**config.mk**
```make
export PLATFORM = sky130hd
export DESIGN_NAME = avc_top
export DESIGN_NICKNAME = d
export VERILOG_FILES = /design/src/pkg/avc_pkg.sv /design/src/logic/avc_operand.sv /design/src/logic/avc_top.sv
export VERILOG_INCLUDE_DIRS = /design/src /design/src/pkg
export SDC_FILE = /design/constraint.sdc
export NUM_CORES = 2
export LEC_CHECK = 0
export BUFFER_PORTS_ARGS = -buffer_cell sky130_fd_sc_hd__buf_2
export CAP_MARGIN = 30
export CORE_ASPECT_RATIO = 0.9
export CORE_UTILIZATION = 54
export CTS_BUF_LIST = sky130_fd_sc_hd__clkbuf_16
export CTS_CLUSTER_DIAMETER = 80
export DETAILED_ROUTE_END_ITERATION = 12
export PLACE_DENSITY_LB_ADDON = 0.15
export RECOVER_POWER = 50
export SETUP_SLACK_MARGIN = 0.2
export SLEW_MARGIN = 20
export SYNTH_ARGS = -nofsm -noshare
export SYNTH_HDL_FRONTEND = slang
export SYNTH_SLANG_ARGS = --single-unit
```
**constraint.sdc**
```tcl
create_clock -name ref_clk_i -period 23.4 [get_ports ref_clk_i]
set_input_delay 2.34 -clock ref_clk_i [delete_from_list [all_inputs] [get_ports ref_clk_i]]
set_output_delay 2.34 -clock ref_clk_i [all_outputs]
set_load 0.02 [all_outputs]
```
**src/pkg/avc_map.svh**
```systemverilog
// constants of the analog value comparator: offsets, fields, resets, limits
// assumes a single clock and the plain register port of the top module
`ifndef AVC_MAP_SVH
`define AVC_MAP_SVH

`define AVC_ADDR_W       4
`define AVC_DATA_W       32
`define AVC_VAL_W        32
`define AVC_ANA_W        10
`define AVC_ANA_N        4
`define AVC_ANA_IDX_W    2
`define AVC_TC_W         16
`define AVC_TC_N         16
`define AVC_IDX_W        4
`define AVC_SRC_W        6
`define AVC_PARAM_W      14
`define AVC_PARAM_MAX    14'h270F
`define AVC_FOLD_LIMIT   16'h270F
`define AVC_FOLD_STEP    16'h2710

`define AVC_REG_CTRL     4'h0
`define AVC_REG_SRC1     4'h1
`define AVC_REG_SRC2     4'h2
`define AVC_REG_GAIN1    4'h3
`define AVC_REG_GAIN2    4'h4
`define AVC_REG_OFFSET   4'h5
`define AVC_REG_HYST     4'h6
`define AVC_REG_SET1     4'h7
`define AVC_REG_SET2     4'h8
`define AVC_REG_STATUS   4'h9
`define AVC_REG_VAL1     4'hA
`define AVC_REG_VAL2     4'hB
`define AVC_REG_SHOW1    4'hC
`define AVC_REG_SHOW2    4'hD

`define AVC_CTRL_W       6
`define AVC_CTRL_MODE_W  3
`define AVC_CTRL_GAIN1   3
`define AVC_CTRL_GAIN2   4
`define AVC_CTRL_EN      5
`define AVC_MODE_LAST    3'h4

`define AVC_CTRL_RESET   6'h00
`define AVC_SRC_RESET    6'h00
`define AVC_PARAM_RESET  14'h0000
`define AVC_HYST_RESET   14'h0014

`endif

```
**src/pkg/avc_pkg.sv**
```systemverilog
// types of the analog value comparator
// assumes avc_map.svh on the include path
`include "avc_map.svh"
package avc_pkg;
    typedef enum logic [`AVC_CTRL_MODE_W-1:0] {
        mode_below,
        mode_below_or_same,
        mode_same,
        mode_above_or_same,
        mode_above
    } avc_mode_type;
    typedef enum logic [1:0] {
        src_analog,
        src_timer,
        src_counter,
        src_setpoint
    } avc_src_type;
    typedef logic signed [`AVC_VAL_W-1:0] avc_value_type;
endpackage : avc_pkg
```
**src/logic/avc_operand.sv**
```systemverilog
// operand path: source pick, gain, offset and display folding
// assumes all inputs are already in the ref_clk_i domain
`timescale 1ns/100ps
`include "avc_map.svh"
module avc_operand (
    // selection and settings
    input  wire logic [`AVC_SRC_W-1:0]            src_sel_i,
    input  wire logic [`AVC_PARAM_W-1:0]          setpoint_i,
    input  wire logic [`AVC_PARAM_W-1:0]          gain_i,
    input  wire logic [`AVC_PARAM_W-1:0]          offset_i,
    input  wire logic                             gain_used_i,
    // sources
    input  wire logic [`AVC_ANA_N*`AVC_ANA_W-1:0] analog_i,
    input  wire logic [`AVC_TC_N*`AVC_TC_W-1:0]   timer_i,
    input  wire logic [`AVC_TC_N*`AVC_TC_W-1:0]   counter_i,
    // results
    output avc_pkg::avc_value_type                value_o,
    output logic [`AVC_TC_W-1:0]                  show_o
);
    import avc_pkg::*;

    avc_src_type                kind;
    wire logic [`AVC_IDX_W-1:0] idx;
    wire logic [`AVC_ANA_W-1:0] ana_pick;
    wire logic [`AVC_TC_W-1:0]  tim_pick;
    wire logic [`AVC_TC_W-1:0]  cnt_pick;
    wire logic [`AVC_TC_W-1:0]  raw;
    wire logic [`AVC_VAL_W-1:0] raw_ext;
    wire logic [`AVC_VAL_W-1:0] gain_ext;
    wire logic [`AVC_VAL_W-1:0] offs_ext;
    wire logic [`AVC_VAL_W-1:0] product;
    wire logic [`AVC_VAL_W-1:0] scaled;

    assign kind = avc_src_type'(src_sel_i[`AVC_SRC_W-1:`AVC_IDX_W]);
    assign idx  = src_sel_i[`AVC_IDX_W-1:0];
    assign ana_pick = analog_i[idx[`AVC_ANA_IDX_W-1:0]*`AVC_ANA_W +: `AVC_ANA_W];
    assign tim_pick = timer_i[idx*`AVC_TC_W +: `AVC_TC_W];
    assign cnt_pick = counter_i[idx*`AVC_TC_W +: `AVC_TC_W];

    assign raw = (kind == src_analog)  ? {{(`AVC_TC_W-`AVC_ANA_W){1'b0}}, ana_pick} :
                 (kind == src_timer)   ? tim_pick :
                 (kind == src_counter) ? cnt_pick :
                 {{(`AVC_TC_W-`AVC_PARAM_W){1'b0}}, setpoint_i};

    // widths leave headroom: 65535 * 9999 + 9999 stays below 2**31
    assign raw_ext  = {{(`AVC_VAL_W-`AVC_TC_W){1'b0}}, raw};
    assign gain_ext = {{(`AVC_VAL_W-`AVC_PARAM_W){1'b0}}, gain_i};
    assign offs_ext = {{(`AVC_VAL_W-`AVC_PARAM_W){1'b0}}, offset_i};
    assign product  = raw_ext * gain_ext;
    assign scaled   = gain_used_i ? product : raw_ext;
    assign value_o  = avc_value_type'(scaled + offs_ext);

    assign show_o = (kind == src_counter && raw > `AVC_FOLD_LIMIT) ?
                    raw - `AVC_FOLD_STEP : raw;
endmodule : avc_operand

```
**src/logic/avc_top.sv**
```systemverilog
// analog value comparator: registers, scan evaluation and contact
// assumes analog codes arrive from pins, timer and counter values
// and the scan strobe come from logic on ref_clk_i
//
// Design decisions made here: the address-and-strobe port and the placing of the registers.
`timescale 1ns/100ps
`include "avc_map.svh"
module avc_top (
    // clock and reset
    input  wire logic                             ref_clk_i,
    input  wire logic                             rst_b_i,

    // register port
    input  wire logic [`AVC_ADDR_W-1:0]           reg_addr_i,
    input  wire logic [`AVC_DATA_W-1:0]           reg_wdata_i,
    input  wire logic                             reg_wr_i,
    input  wire logic                             reg_rd_i,
    output logic [`AVC_DATA_W-1:0]                reg_rdata_o,

    // operand sources
    input  wire logic [`AVC_ANA_N*`AVC_ANA_W-1:0] analog_pin_i,
    input  wire logic [`AVC_TC_N*`AVC_TC_W-1:0]   timer_value_i,
    input  wire logic [`AVC_TC_N*`AVC_TC_W-1:0]   counter_value_i,

    // program scan
    input  wire logic                             scan_i,
    output logic                                  scan_done_o,

    // contact
    output logic                                  contact_o
);
    import avc_pkg::*;

    // settings limited to 0..9999
    function automatic logic [`AVC_PARAM_W-1:0] clamp_param(
        input logic [`AVC_DATA_W-1:0] d
    );
        if (d > {{(`AVC_DATA_W-`AVC_PARAM_W){1'b0}}, `AVC_PARAM_MAX}) begin
            clamp_param = `AVC_PARAM_MAX;
        end else begin
            clamp_param = d[`AVC_PARAM_W-1:0];
        end
    endfunction : clamp_param

    // one register index against the bus address
    function automatic logic reg_hit(
        input logic [`AVC_ADDR_W-1:0] a,
        input logic [`AVC_ADDR_W-1:0] idx
    );
        reg_hit = (a == idx);
    endfunction : reg_hit

    // analog synchroniser
    logic [`AVC_ANA_N*`AVC_ANA_W-1:0] ana_meta;
    logic [`AVC_ANA_N*`AVC_ANA_W-1:0] ana_sync;

    // settings
    logic [`AVC_CTRL_W-1:0]           ctrl;
    logic [`AVC_SRC_W-1:0]            first_src;
    logic [`AVC_SRC_W-1:0]            second_src;
    logic [`AVC_PARAM_W-1:0]          first_gain;
    logic [`AVC_PARAM_W-1:0]          second_gain;
    logic [`AVC_PARAM_W-1:0]          first_offset;
    logic [`AVC_PARAM_W-1:0]          switch_hysteresis;
    logic [`AVC_PARAM_W-1:0]          first_setpoint;
    logic [`AVC_PARAM_W-1:0]          second_setpoint;

    // scan stage
    avc_value_type                    first_operand;
    avc_value_type                    second_operand;
    avc_value_type                    upper_bound;
    avc_value_type                    lower_bound;
    logic                             eval_pend;
    logic [`AVC_TC_W-1:0]             first_show;
    logic [`AVC_TC_W-1:0]             second_show;

    // combinational results
    avc_value_type                    first_value;
    avc_value_type                    second_value;
    wire logic [`AVC_TC_W-1:0]        first_show_now;
    wire logic [`AVC_TC_W-1:0]        second_show_now;
    avc_value_type                    hyst_ext;
    avc_value_type                    next_upper;
    avc_value_type                    next_lower;
    avc_mode_type                     mode;
    wire logic                        mode_legal;
    wire logic                        enabled;
    wire logic                        a_below_b;
    wire logic                        a_same_b;
    wire logic                        a_above_b;
    wire logic                        a_above_upper;
    wire logic                        a_below_lower;
    logic                             turn_on;
    logic                             turn_off;
    wire logic                        next_contact;
    wire logic [`AVC_DATA_W-1:0]      rd_mux;
    wire logic [`AVC_DATA_W-1:0]      status_word;

    // register write strobes
    wire logic                        wr_ctrl;
    wire logic                        wr_src1;
    wire logic                        wr_src2;
    wire logic                        wr_gain1;
    wire logic                        wr_gain2;
    wire logic                        wr_offs;
    wire logic                        wr_hyst;
    wire logic                        wr_set1;
    wire logic                        wr_set2;

    // analog pins pass two flops before any use
    always_ff @(posedge ref_clk_i or negedge rst_b_i) begin
        if (!rst_b_i) begin
            ana_meta <= '0;
            ana_sync <= '0;
        end else begin
            ana_meta <= analog_pin_i;
            ana_sync <= ana_meta;
        end
    end

    // operand paths
    avc_operand u_first (
        .src_sel_i   (first_src),
        .setpoint_i  (first_setpoint),
        .gain_i      (first_gain),
        .offset_i    (first_offset),
        .gain_used_i (ctrl[`AVC_CTRL_GAIN1]),
        .analog_i    (ana_sync),
        .timer_i     (timer_value_i),
        .counter_i   (counter_value_i),
        .value_o     (first_value),
        .show_o      (first_show_now)
    );

    // second operand carries no offset
    avc_operand u_second (
        .src_sel_i   (second_src),
        .setpoint_i  (second_setpoint),
        .gain_i      (second_gain),
        .offset_i    (`AVC_PARAM_RESET),
        .gain_used_i (ctrl[`AVC_CTRL_GAIN2]),
        .analog_i    (ana_sync),
        .timer_i     (timer_value_i),
        .counter_i   (counter_value_i),
        .value_o     (second_value),
        .show_o      (second_show_now)
    );

    // hysteresis band around the second operand
    assign hyst_ext   = avc_value_type'({{(`AVC_VAL_W-`AVC_PARAM_W){1'b0}}, switch_hysteresis});
    assign next_upper = second_value + hyst_ext;
    assign next_lower = second_value - hyst_ext;

    // mode decode
    assign mode       = avc_mode_type'(ctrl[`AVC_CTRL_MODE_W-1:0]);
    assign mode_legal = ctrl[`AVC_CTRL_MODE_W-1:0] <= `AVC_MODE_LAST;
    assign enabled    = ctrl[`AVC_CTRL_EN];

    // signed comparisons on the latched operands
    assign a_below_b     = first_operand < second_operand;
    assign a_same_b      = first_operand == second_operand;
    assign a_above_b     = first_operand > second_operand;
    assign a_above_upper = first_operand > upper_bound;
    assign a_below_lower = first_operand < lower_bound;

    always_comb begin
        turn_on  = 1'b0;
        turn_off = 1'b0;
        unique case (mode)
            mode_below: begin
                turn_on  = a_below_b;
                turn_off = a_above_upper;
            end
            mode_below_or_same: begin
                turn_on  = a_below_b | a_same_b;
                turn_off = a_above_upper;
            end
            mode_same: begin
                turn_on  = a_same_b;
                turn_off = a_below_lower | a_above_upper;
            end
            mode_above_or_same: begin
                turn_on  = a_above_b | a_same_b;
                turn_off = a_below_lower;
            end
            mode_above: begin
                turn_on  = a_above_b;
                turn_off = a_below_lower;
            end
            default: begin
                turn_on  = 1'b0;
                turn_off = 1'b0;
            end
        endcase
    end

    // inside the band the contact keeps its state
    assign next_contact = !enabled ? 1'b0 :
                          !eval_pend ? contact_o :
                          turn_on ? 1'b1 :
                          turn_off ? 1'b0 :
                          contact_o;

    // scan stage: operands taken once per scan strobe
    always_ff @(posedge ref_clk_i or negedge rst_b_i) begin
        if (!rst_b_i) begin
            first_operand  <= '0;
            second_operand <= '0;
            upper_bound    <= '0;
            lower_bound    <= '0;
            first_show     <= '0;
            second_show    <= '0;
        end else if (scan_i) begin
            first_operand  <= first_value;
            second_operand <= second_value;
            upper_bound    <= next_upper;
            lower_bound    <= next_lower;
            first_show     <= first_show_now;
            second_show    <= second_show_now;
        end
    end

    // scan answer and contact
    always_ff @(posedge ref_clk_i or negedge rst_b_i) begin
        if (!rst_b_i) begin
            eval_pend   <= 1'b0;
            scan_done_o <= 1'b0;
            contact_o   <= 1'b0;
        end else begin
            eval_pend   <= scan_i;
            scan_done_o <= eval_pend;
            contact_o   <= next_contact;
        end
    end

    // write decode, one strobe per register
    assign wr_ctrl  = reg_wr_i && reg_hit(reg_addr_i, `AVC_REG_CTRL);
    assign wr_src1  = reg_wr_i && reg_hit(reg_addr_i, `AVC_REG_SRC1);
    assign wr_src2  = reg_wr_i && reg_hit(reg_addr_i, `AVC_REG_SRC2);
    assign wr_gain1 = reg_wr_i && reg_hit(reg_addr_i, `AVC_REG_GAIN1);
    assign wr_gain2 = reg_wr_i && reg_hit(reg_addr_i, `AVC_REG_GAIN2);
    assign wr_offs  = reg_wr_i && reg_hit(reg_addr_i, `AVC_REG_OFFSET);
    assign wr_hyst  = reg_wr_i && reg_hit(reg_addr_i, `AVC_REG_HYST);
    assign wr_set1  = reg_wr_i && reg_hit(reg_addr_i, `AVC_REG_SET1);
    assign wr_set2  = reg_wr_i && reg_hit(reg_addr_i, `AVC_REG_SET2);

    // register writes
    always_ff @(posedge ref_clk_i or negedge rst_b_i) begin
        if (!rst_b_i) begin
            ctrl <= `AVC_CTRL_RESET;
        end else if (wr_ctrl) begin
            ctrl <= reg_wdata_i[`AVC_CTRL_W-1:0];
        end
    end

    always_ff @(posedge ref_clk_i or negedge rst_b_i) begin
        if (!rst_b_i) begin
            first_src  <= `AVC_SRC_RESET;
            second_src <= `AVC_SRC_RESET;
        end else begin
            if (wr_src1) begin
                first_src <= reg_wdata_i[`AVC_SRC_W-1:0];
            end
            if (wr_src2) begin
                second_src <= reg_wdata_i[`AVC_SRC_W-1:0];
            end
        end
    end

    // parameters clamped to 0..9999 on write
    always_ff @(posedge ref_clk_i or negedge rst_b_i) begin
        if (!rst_b_i) begin
            first_gain        <= `AVC_PARAM_RESET;
            second_gain       <= `AVC_PARAM_RESET;
            first_offset      <= `AVC_PARAM_RESET;
            switch_hysteresis <= `AVC_HYST_RESET;
        end else begin
            if (wr_gain1) begin
                first_gain <= clamp_param(reg_wdata_i);
            end
            if (wr_gain2) begin
                second_gain <= clamp_param(reg_wdata_i);
            end
            if (wr_offs) begin
                first_offset <= clamp_param(reg_wdata_i);
            end
            if (wr_hyst) begin
                switch_hysteresis <= clamp_param(reg_wdata_i);
            end
        end
    end

    // setpoints for the setpoint source kind
    always_ff @(posedge ref_clk_i or negedge rst_b_i) begin
        if (!rst_b_i) begin
            first_setpoint  <= `AVC_PARAM_RESET;
            second_setpoint <= `AVC_PARAM_RESET;
        end else begin
            if (wr_set1) begin
                first_setpoint <= clamp_param(reg_wdata_i);
            end
            if (wr_set2) begin
                second_setpoint <= clamp_param(reg_wdata_i);
            end
        end
    end

    // read selection
    assign status_word = {{(`AVC_DATA_W-3){1'b0}}, mode_legal, eval_pend, contact_o};

    assign rd_mux =
        (reg_addr_i == `AVC_REG_CTRL)   ? {{(`AVC_DATA_W-`AVC_CTRL_W){1'b0}}, ctrl} :
        (reg_addr_i == `AVC_REG_SRC1)   ? {{(`AVC_DATA_W-`AVC_SRC_W){1'b0}}, first_src} :
        (reg_addr_i == `AVC_REG_SRC2)   ? {{(`AVC_DATA_W-`AVC_SRC_W){1'b0}}, second_src} :
        (reg_addr_i == `AVC_REG_GAIN1)  ? {{(`AVC_DATA_W-`AVC_PARAM_W){1'b0}}, first_gain} :
        (reg_addr_i == `AVC_REG_GAIN2)  ? {{(`AVC_DATA_W-`AVC_PARAM_W){1'b0}}, second_gain} :
        (reg_addr_i == `AVC_REG_OFFSET) ? {{(`AVC_DATA_W-`AVC_PARAM_W){1'b0}}, first_offset} :
        (reg_addr_i == `AVC_REG_HYST)   ?
            {{(`AVC_DATA_W-`AVC_PARAM_W){1'b0}}, switch_hysteresis} :
        (reg_addr_i == `AVC_REG_SET1)   ?
            {{(`AVC_DATA_W-`AVC_PARAM_W){1'b0}}, first_setpoint} :
        (reg_addr_i == `AVC_REG_SET2)   ?
            {{(`AVC_DATA_W-`AVC_PARAM_W){1'b0}}, second_setpoint} :
        (reg_addr_i == `AVC_REG_STATUS) ? status_word :
        (reg_addr_i == `AVC_REG_VAL1)   ? first_operand :
        (reg_addr_i == `AVC_REG_VAL2)   ? second_operand :
        (reg_addr_i == `AVC_REG_SHOW1)  ?
            {{(`AVC_DATA_W-`AVC_TC_W){1'b0}}, first_show} :
        (reg_addr_i == `AVC_REG_SHOW2)  ?
            {{(`AVC_DATA_W-`AVC_TC_W){1'b0}}, second_show} :
        {`AVC_DATA_W{1'b0}};

    // read data stand only in the cycle after the strobe
    always_ff @(posedge ref_clk_i or negedge rst_b_i) begin
        if (!rst_b_i) begin
            reg_rdata_o <= '0;
        end else if (reg_rd_i) begin
            reg_rdata_o <= rd_mux;
        end else begin
            reg_rdata_o <= '0;
        end
    end

endmodule : avc_top

```
Word-level counts from Yosys, hierarchy flattened
Cells that the tools add are included.

storage, ports and cells
  register bits after elaboration = 377
  input port bits = 593
  output and inout bits = 34
  logic and storage cells = 121

operators by class
  $add $sub $neg = 5
  multipliers = 4
  order comparisons = 8
  equality and inequality tests = 24
  shift operators = 6
  multiplexer cells = 32
  bitwise operators = 3
  reduce and logical (&&, ||, !) cells = 18

operator list
  kind                      count
  $shiftx A256 B9 Y16       4
  $mux W32                  15
  $mux W16                  10
  $shiftx A40 B7 Y10        2
  $gt A32 B32 Y1            2
  $lt A32 B32 Y1            2
  $mul A16 B14 Y30          2
  $add A32 B14 Y32          1
  $add A32 B15 Y32          1
  $eq A32 B32 Y1            1
  $gt A16 B14 Y1 const B    2
  $gt A32 B14 Y1 const B    1
  $sub A16 B14 Y16 const B  2
  $sub A32 B15 Y32          1
  $eq A4 B4 Y1 const B      6
  $eq A4 B3 Y1 const B      4
  $mux W14                  1
  $logic_and A1 B1 Y1       11
  $mul A2 B3 Y5 const B     2
  $eq A4 B2 Y1 const B      2
  $eq A3 B2 Y1 const B      2
  $pmux W1 S5               1
  $eq A2 B1 Y1 const B      2
  $eq A2 B2 Y1 const B      2
  14 further kinds          21

Depth between registers and ports, before layout
  word-level depth = 16
  depth in mapped cells = 42
  mapped depth without buffers = 36

Hierarchy
A second synthesis with hierarchy kept.

unflattened totals
  cell total of the unflattened synthesis = 4864
  area, all modules = 46367.0 um2

by module, submodules not included
  module                   instances  cells each  area each (um2)  sequential area each (um2)
  avc_top                  1          1813        18448.9          9411.5
  avc_operand at u_second  1          1538        14033.5          0.0
  avc_operand at u_first   1          1513        13884.6          0.0

Worst setup path after synthesis
No wires, ideal clock.

  path kind = in2reg
  start = in timer_value_i[252]
  end = reg upper_bound[29]
  data arrival time = 10016 ps
  data required time = 23263 ps
  setup slack = 13247 ps
  stages on the path = 27
  path buffers = 0
  path through = mux4_2 mux4_2 and2_1 a311oi_1 nor2_1 and2_1 fa_1 inv_1 fa_1 inv_1 fa_1 fa_1 fa_1 inv_1 fa_1 inv_1 ha_1 nand2_1 o21bai_1 and2_1 a2111oi_0 nor3_1 nor4_1 nand4_1 nor4_1 xnor2_1 a21oi_1

on the way
  cells in the longest elaborated chain, start to end = 6

ends and longest elaborated chain
  item                     RTL line           RTL
  start, declared          avc_top.sv:22      input wire logic [`AVC_TC_N*`AVC_TC_W-1:0] timer_value_i,
  $shiftx A256 B9 Y16 (*)  avc_operand.sv:37  assign tim_pick = timer_i[idx*`AVC_TC_W +: `AVC_TC_W];
  $mux W16 (*)             avc_operand.sv:41  (kind == src_timer) ? tim_pick :
  $mux W16 (*)             avc_operand.sv:40  assign raw = (kind == src_analog) ? {{(`AVC_TC_W-`AVC_ANA_W){1'b0}}, ana_pick} :
  $mul A16 B14 Y30         avc_operand.sv:49  assign product = raw_ext * gain_ext;
  $mux W32 (*)             avc_operand.sv:50  assign scaled = gain_used_i ? product : raw_ext;
  $add A32 B15 Y32 (*)     avc_top.sv:151     assign next_upper = second_value + hyst_ext;
  end signal, assigned     avc_top.sv:216     upper_bound <= next_upper;
  end, declared            avc_top.sv:71      avc_value_type upper_bound;

Every way passes the cells marked *; elsewhere a longest branch is shown, timed or not.
A chain may end at the register's enable or synchronous reset.

==> impl_metrics.tcl <==
set metrics [dict create \
    finalNetCount 6417 \
    synth-edff-count 0 \
    register_to_register_path_setup_slack_ns 11.88 \
    grt_start_max_net_pins 109 \
    timing.clock.skew_ns 0.0594 \
    via_count 41200 \
    drive_above_1_share_pct 21.4 \
    post_synth.cell_area_avg_sq_um 9.54 \
    netlist_area_sq_um 44500 \
    power_frac_seq_pct 12.2 \
    crit_start "rst_b_i" \
    design.die.area_sq_um 83600 \
    synth_xor_xnor_area_share_pct 2.38 \
    worstPathMaxFanout 108 \
    worstReg2RegStart "first_src[0]$_DFFE_PN0P_" \
    ctsLongestPathBuffers 3 \
    drt_first_iter_violations 5284 \
    cpPeakStageDelay_ns 4.13 \
    arrival_ns 13.58 \
    drcViolationCount 0 \
    timing.setup.critical_path_class "input port to asynchronous set/reset pin" \
    drv.max_cap_violation_count 6 \
    cts_tree "built" \
    std_cell_rows 99 \
    timing.critical_path.mode_cell "sky130_fd_sc_hd__clkbuf_1" \
    starting_density_of_the_core_pct 54.7 \
    async_reset_ff_share_pct 100 \
    cts_buffers 45 \
    finish.cell_count_without_fillers 6296 \
    hold_violations 0 \
    routed_via_density 6.54 \
    worst_r2r_endpoint "first_operand[28]$_DFFE_PN0P_" \
    synth_area_in_adders_pct 24.1 \
    timing_max_transition_violations_final 440 \
    drt_pre_antenna_iters 6 \
    clkLatencyLatePin_ns 0.62 \
    yosysWarningCount 0 \
    achievable-frequency_mhz 76.5 \
    complex_gate_fraction_of_the_synthesized_area_pct 13.6 \
    clk_root_buffer_cell "sky130_fd_sc_hd__clkbuf_16" \
    worst-endpoint-required_ns 23.91 \
    grt_setup_unrepaired "no" \
    synth_fp_nets 5918 \
    postCtsHoldBufs 0 \
    placeableCoreArea_sq_um 81400 \
    pwr-share-clk_pct 8.7 \
    port_buffers 625 \
    cellPowerDensity_nw_per_um2 172 \
    power_leakage_nw 23.3 \
    numPlacedInstances 6170 \
    setup_viol_count_final 0 \
    type_of_element_launching_the_critical_path "input port" \
    power.ir.vdd_worst_mv 0.169 \
    crit_chain "clkbuf_1, clkbuf_1, clkbuf_1, clkbuf_1, buf_4" \
    violations "capacitance limit, slew limit" \
    via_count_of_the_first_global_routing_pass 40400 \
    share_of_the_clock_period_used_by_the_worst_path_after_layout_pct 55.8 \
    worstHoldEndpoint "ana_sync[20]$_DFF_PN0_" \
    postCtsSetupBuffers 0 \
    status "finished with violations" \
    p_int_w 0.00387 \
    synth_flop_cell "sky130_fd_sc_hd__dfrtp_1" \
    synthSimpleGateAreaFrac_pct 14.6 \
    postLayoutCellArea_sq_um 50000 \
    synth.area.mux_share_pct 16.8 \
    pwr-share-comb_pct 79.0 \
    syn_inst 4666 \
    ys_types 106 \
    fin_setup_tns_ns 0 \
    post_cts_resized 0 \
    timing.max_slew.rel_slack_pct -311 \
    worstHoldStart "ana_meta[20]$_DFF_PN0_" \
    total_routing_usage_reported_by_global_routing_pct 45.8 \
    ys_seq_area_share_pct 20.9 \
    routedWlPerCell_microns 30.3 \
    grt_pass1_wl_microns 277000 \
    fin_crit_ns 13.07 \
    gp_routability_congestion 1.07 \
    post_place_instance_area_sq_um 48400 \
    switching_power_w 0.00472 \
    cp-end-kind "asynchronous set/reset pin" \
    dp_hpwl_microns 154000 \
    r2r_cells 35 \
    die_y_microns 274 \
    routed_wl_microns 191000 \
    width_of_the_die_microns 305 \
    ant_nets 0 \
    slowest_stage_cell_crit_path "sky130_fd_sc_hd__clkbuf_1" \
    hold_class "register to register" \
    initial_antenna_violation_count 64 \
    synth_top_family_by_area "adder cells" \
    power_switching_share_pct 55.0 \
    cts.htree.levels 2 \
    yosys_register_bits 371 \
    boundaryPins 627 \
    clkSinkCount 371 \
    areaGrowthSynthToFinish_pct 12.3 \
    n_fill_cell 7145 \
    power.total_w 0.00859 \
    holdPathStages 0 \
    tightest_slew_ns 6.16 \
    overflow 0 \
    cts.reportedPaths.clkPinSlew_ns 0.06 \
]
[cell usage in the layout (no fill, tap or decap), drive strengths merged, types with 29 or more instances in the layout]
master	instances
mux2i	117
nand2b	52
nand2	530
nor4	29
a22o	30
a21o	50
mux2	65
ha	326
nor2	249
a21oi	240
nand3	62
inv	524
a22oi	75
o21ai	247
mux4	247
dfrtp	369
diode	37
buf	681
and2	139
nor3	58
xnor2	93
fa	333
nand4	56
o211ai	33
nor2b	86
clkbuf	92
[power groups by stage]
stage	registers [W]	clock network (W)	logic (W)
final	0.00105	0.000750	0.00679
after global routing	0.00106	0.000778	0.00746
after CTS	0.00104	0.000754	0.00665
after detailed placement	0.00105	0	0.00660
after global placement	0.00104	0	0.00656
after floorplan	0.000899	0	0.00489
[Yosys cell counts, types with 22 or more instances]
master	count	area share, %
sky130_fd_sc_hd__xnor2_1	93	1.8
sky130_fd_sc_hd__nand4_1	56	0.79
sky130_fd_sc_hd__mux2i_1	117	2.6
sky130_fd_sc_hd__mux4_2	238	12
sky130_fd_sc_hd__o22ai_1	24	0.34
sky130_fd_sc_hd__fa_1	333	15
sky130_fd_sc_hd__nor4_1	28	0.39
sky130_fd_sc_hd__nor2b_1	86	1.2
sky130_fd_sc_hd__a21o_1	50	0.84
sky130_fd_sc_hd__o211ai_1	31	0.52
sky130_fd_sc_hd__buf_2	25	0.28
sky130_fd_sc_hd__and2_1	138	1.9
sky130_fd_sc_hd__a21oi_1	240	2.7
sky130_fd_sc_hd__a22oi_1	74	1.2
sky130_fd_sc_hd__xor2_1	28	0.55
sky130_fd_sc_hd__nand3_1	62	0.70
sky130_fd_sc_hd__buf_1	26	0.22
sky130_fd_sc_hd__ha_1	326	9.2
sky130_fd_sc_hd__a221oi_1	26	0.51
sky130_fd_sc_hd__inv_1	517	4.4
sky130_fd_sc_hd__nor2_1	248	2.1
sky130_fd_sc_hd__dfrtp_1	369	21
sky130_fd_sc_hd__clkbuf_1	180	1.5
sky130_fd_sc_hd__nand2b_1	52	0.73
sky130_fd_sc_hd__o21ai_0	245	2.8
sky130_fd_sc_hd__a211oi_1	22	0.37
sky130_fd_sc_hd__and3_1	27	0.38
sky130_fd_sc_hd__mux2_2	65	1.6
sky130_fd_sc_hd__a22o_1	30	0.59
sky130_fd_sc_hd__nor3_1	57	0.64
sky130_fd_sc_hd__nand2_1	529	4.5
[routing by layer]
layer / wire length [microns] / vias up / part of all wire [%] / global-route usage [%]
met3: 27700 / 584 / 15 / 19.8
met4: 13600 / 30 / 7.1 / 26.6
li1: - / 17500 / - / -
met2: 77200 / 2856 / 40 / 64.6
met1: 72000 / 20200 / 38 / 58.6
met5: 203 / - / 0.11 / 0
[kinds of logic (layout without fill, tap and decap cells)]
group                    count (synthesis)  after routing
AO/OA/AOI/OAI                          933            933
XOR/XNOR                               121            121
adder cells (fa/ha/maj)                659            659
buffers and inverters                  796           1329
flip-flops                             371            371
multiplexers                           429            429
other                                    1             38
AND/OR/NAND/NOR                       1356           1356
[registers in the layout (all words and copies together) (netlist names), 14 cells and up]
name	cells
first_operand	31
switch_hysteresis	14
ana_sync	40
second_show	16
second_setpoint	14
first_gain	14
upper_bound	31
second_operand	30
second_gain	14
ana_meta	40
first_offset	14
reg_rdata_o	31
lower_bound	31
first_show	16
first_setpoint	14
[stage by stage]
step	worst slack, ns	util (%)	hold WS (ns)
2_1_floorplan	13.25	-	0.331
3_3_place_gp	11.50	59.4	0.331
3_5_place_dp	12.00	59.4	0.335
4_1_cts	11.94	61.3	0.344
5_1_grt	8.38	61.4	0.347
6_report	10.33	61.4	0.344
[layout make-up]
class / instances / area, sq um / area share (%)
repair buffers: 728 / 3860 / 7.72
clock inverters: 36 / 430 / 0.861
well taps: 1060 / 1330 / 2.65
flip-flops and latches: 371 / 9310 / 18.6
clock buffers: 45 / 1130 / 2.25
diodes: 37 / 92.6 / 0.185
multi-input cells: 3499 / 31900 / 63.8
inverters: 520 / 1950 / 3.90
[critical path, delay by kind of cell]
kind | cells | cell delay [ns]
buffers and inverters | 5 | 10.97
[how the worst max path moves through the flow]
stage / depth (start not counted) / to / slack [ns]
floorplan: 27 / upper_bound[29]$_DFFE_PN0P_ / 13.25
global placement: 29 / lower_bound[28]$_DFFE_PN0P_ / 11.50
detailed placement: 34 / first_operand[24]$_DFFE_PN0P_ / 12.00
CTS: 34 / first_operand[24]$_DFFE_PN0P_ / 11.94
global route: 5 / first_src[1]$_DFFE_PN0P_ / 8.38
finish: 5 / first_src[1]$_DFFE_PN0P_ / 10.33
Note: power is estimated with default switching activity, not from simulation.
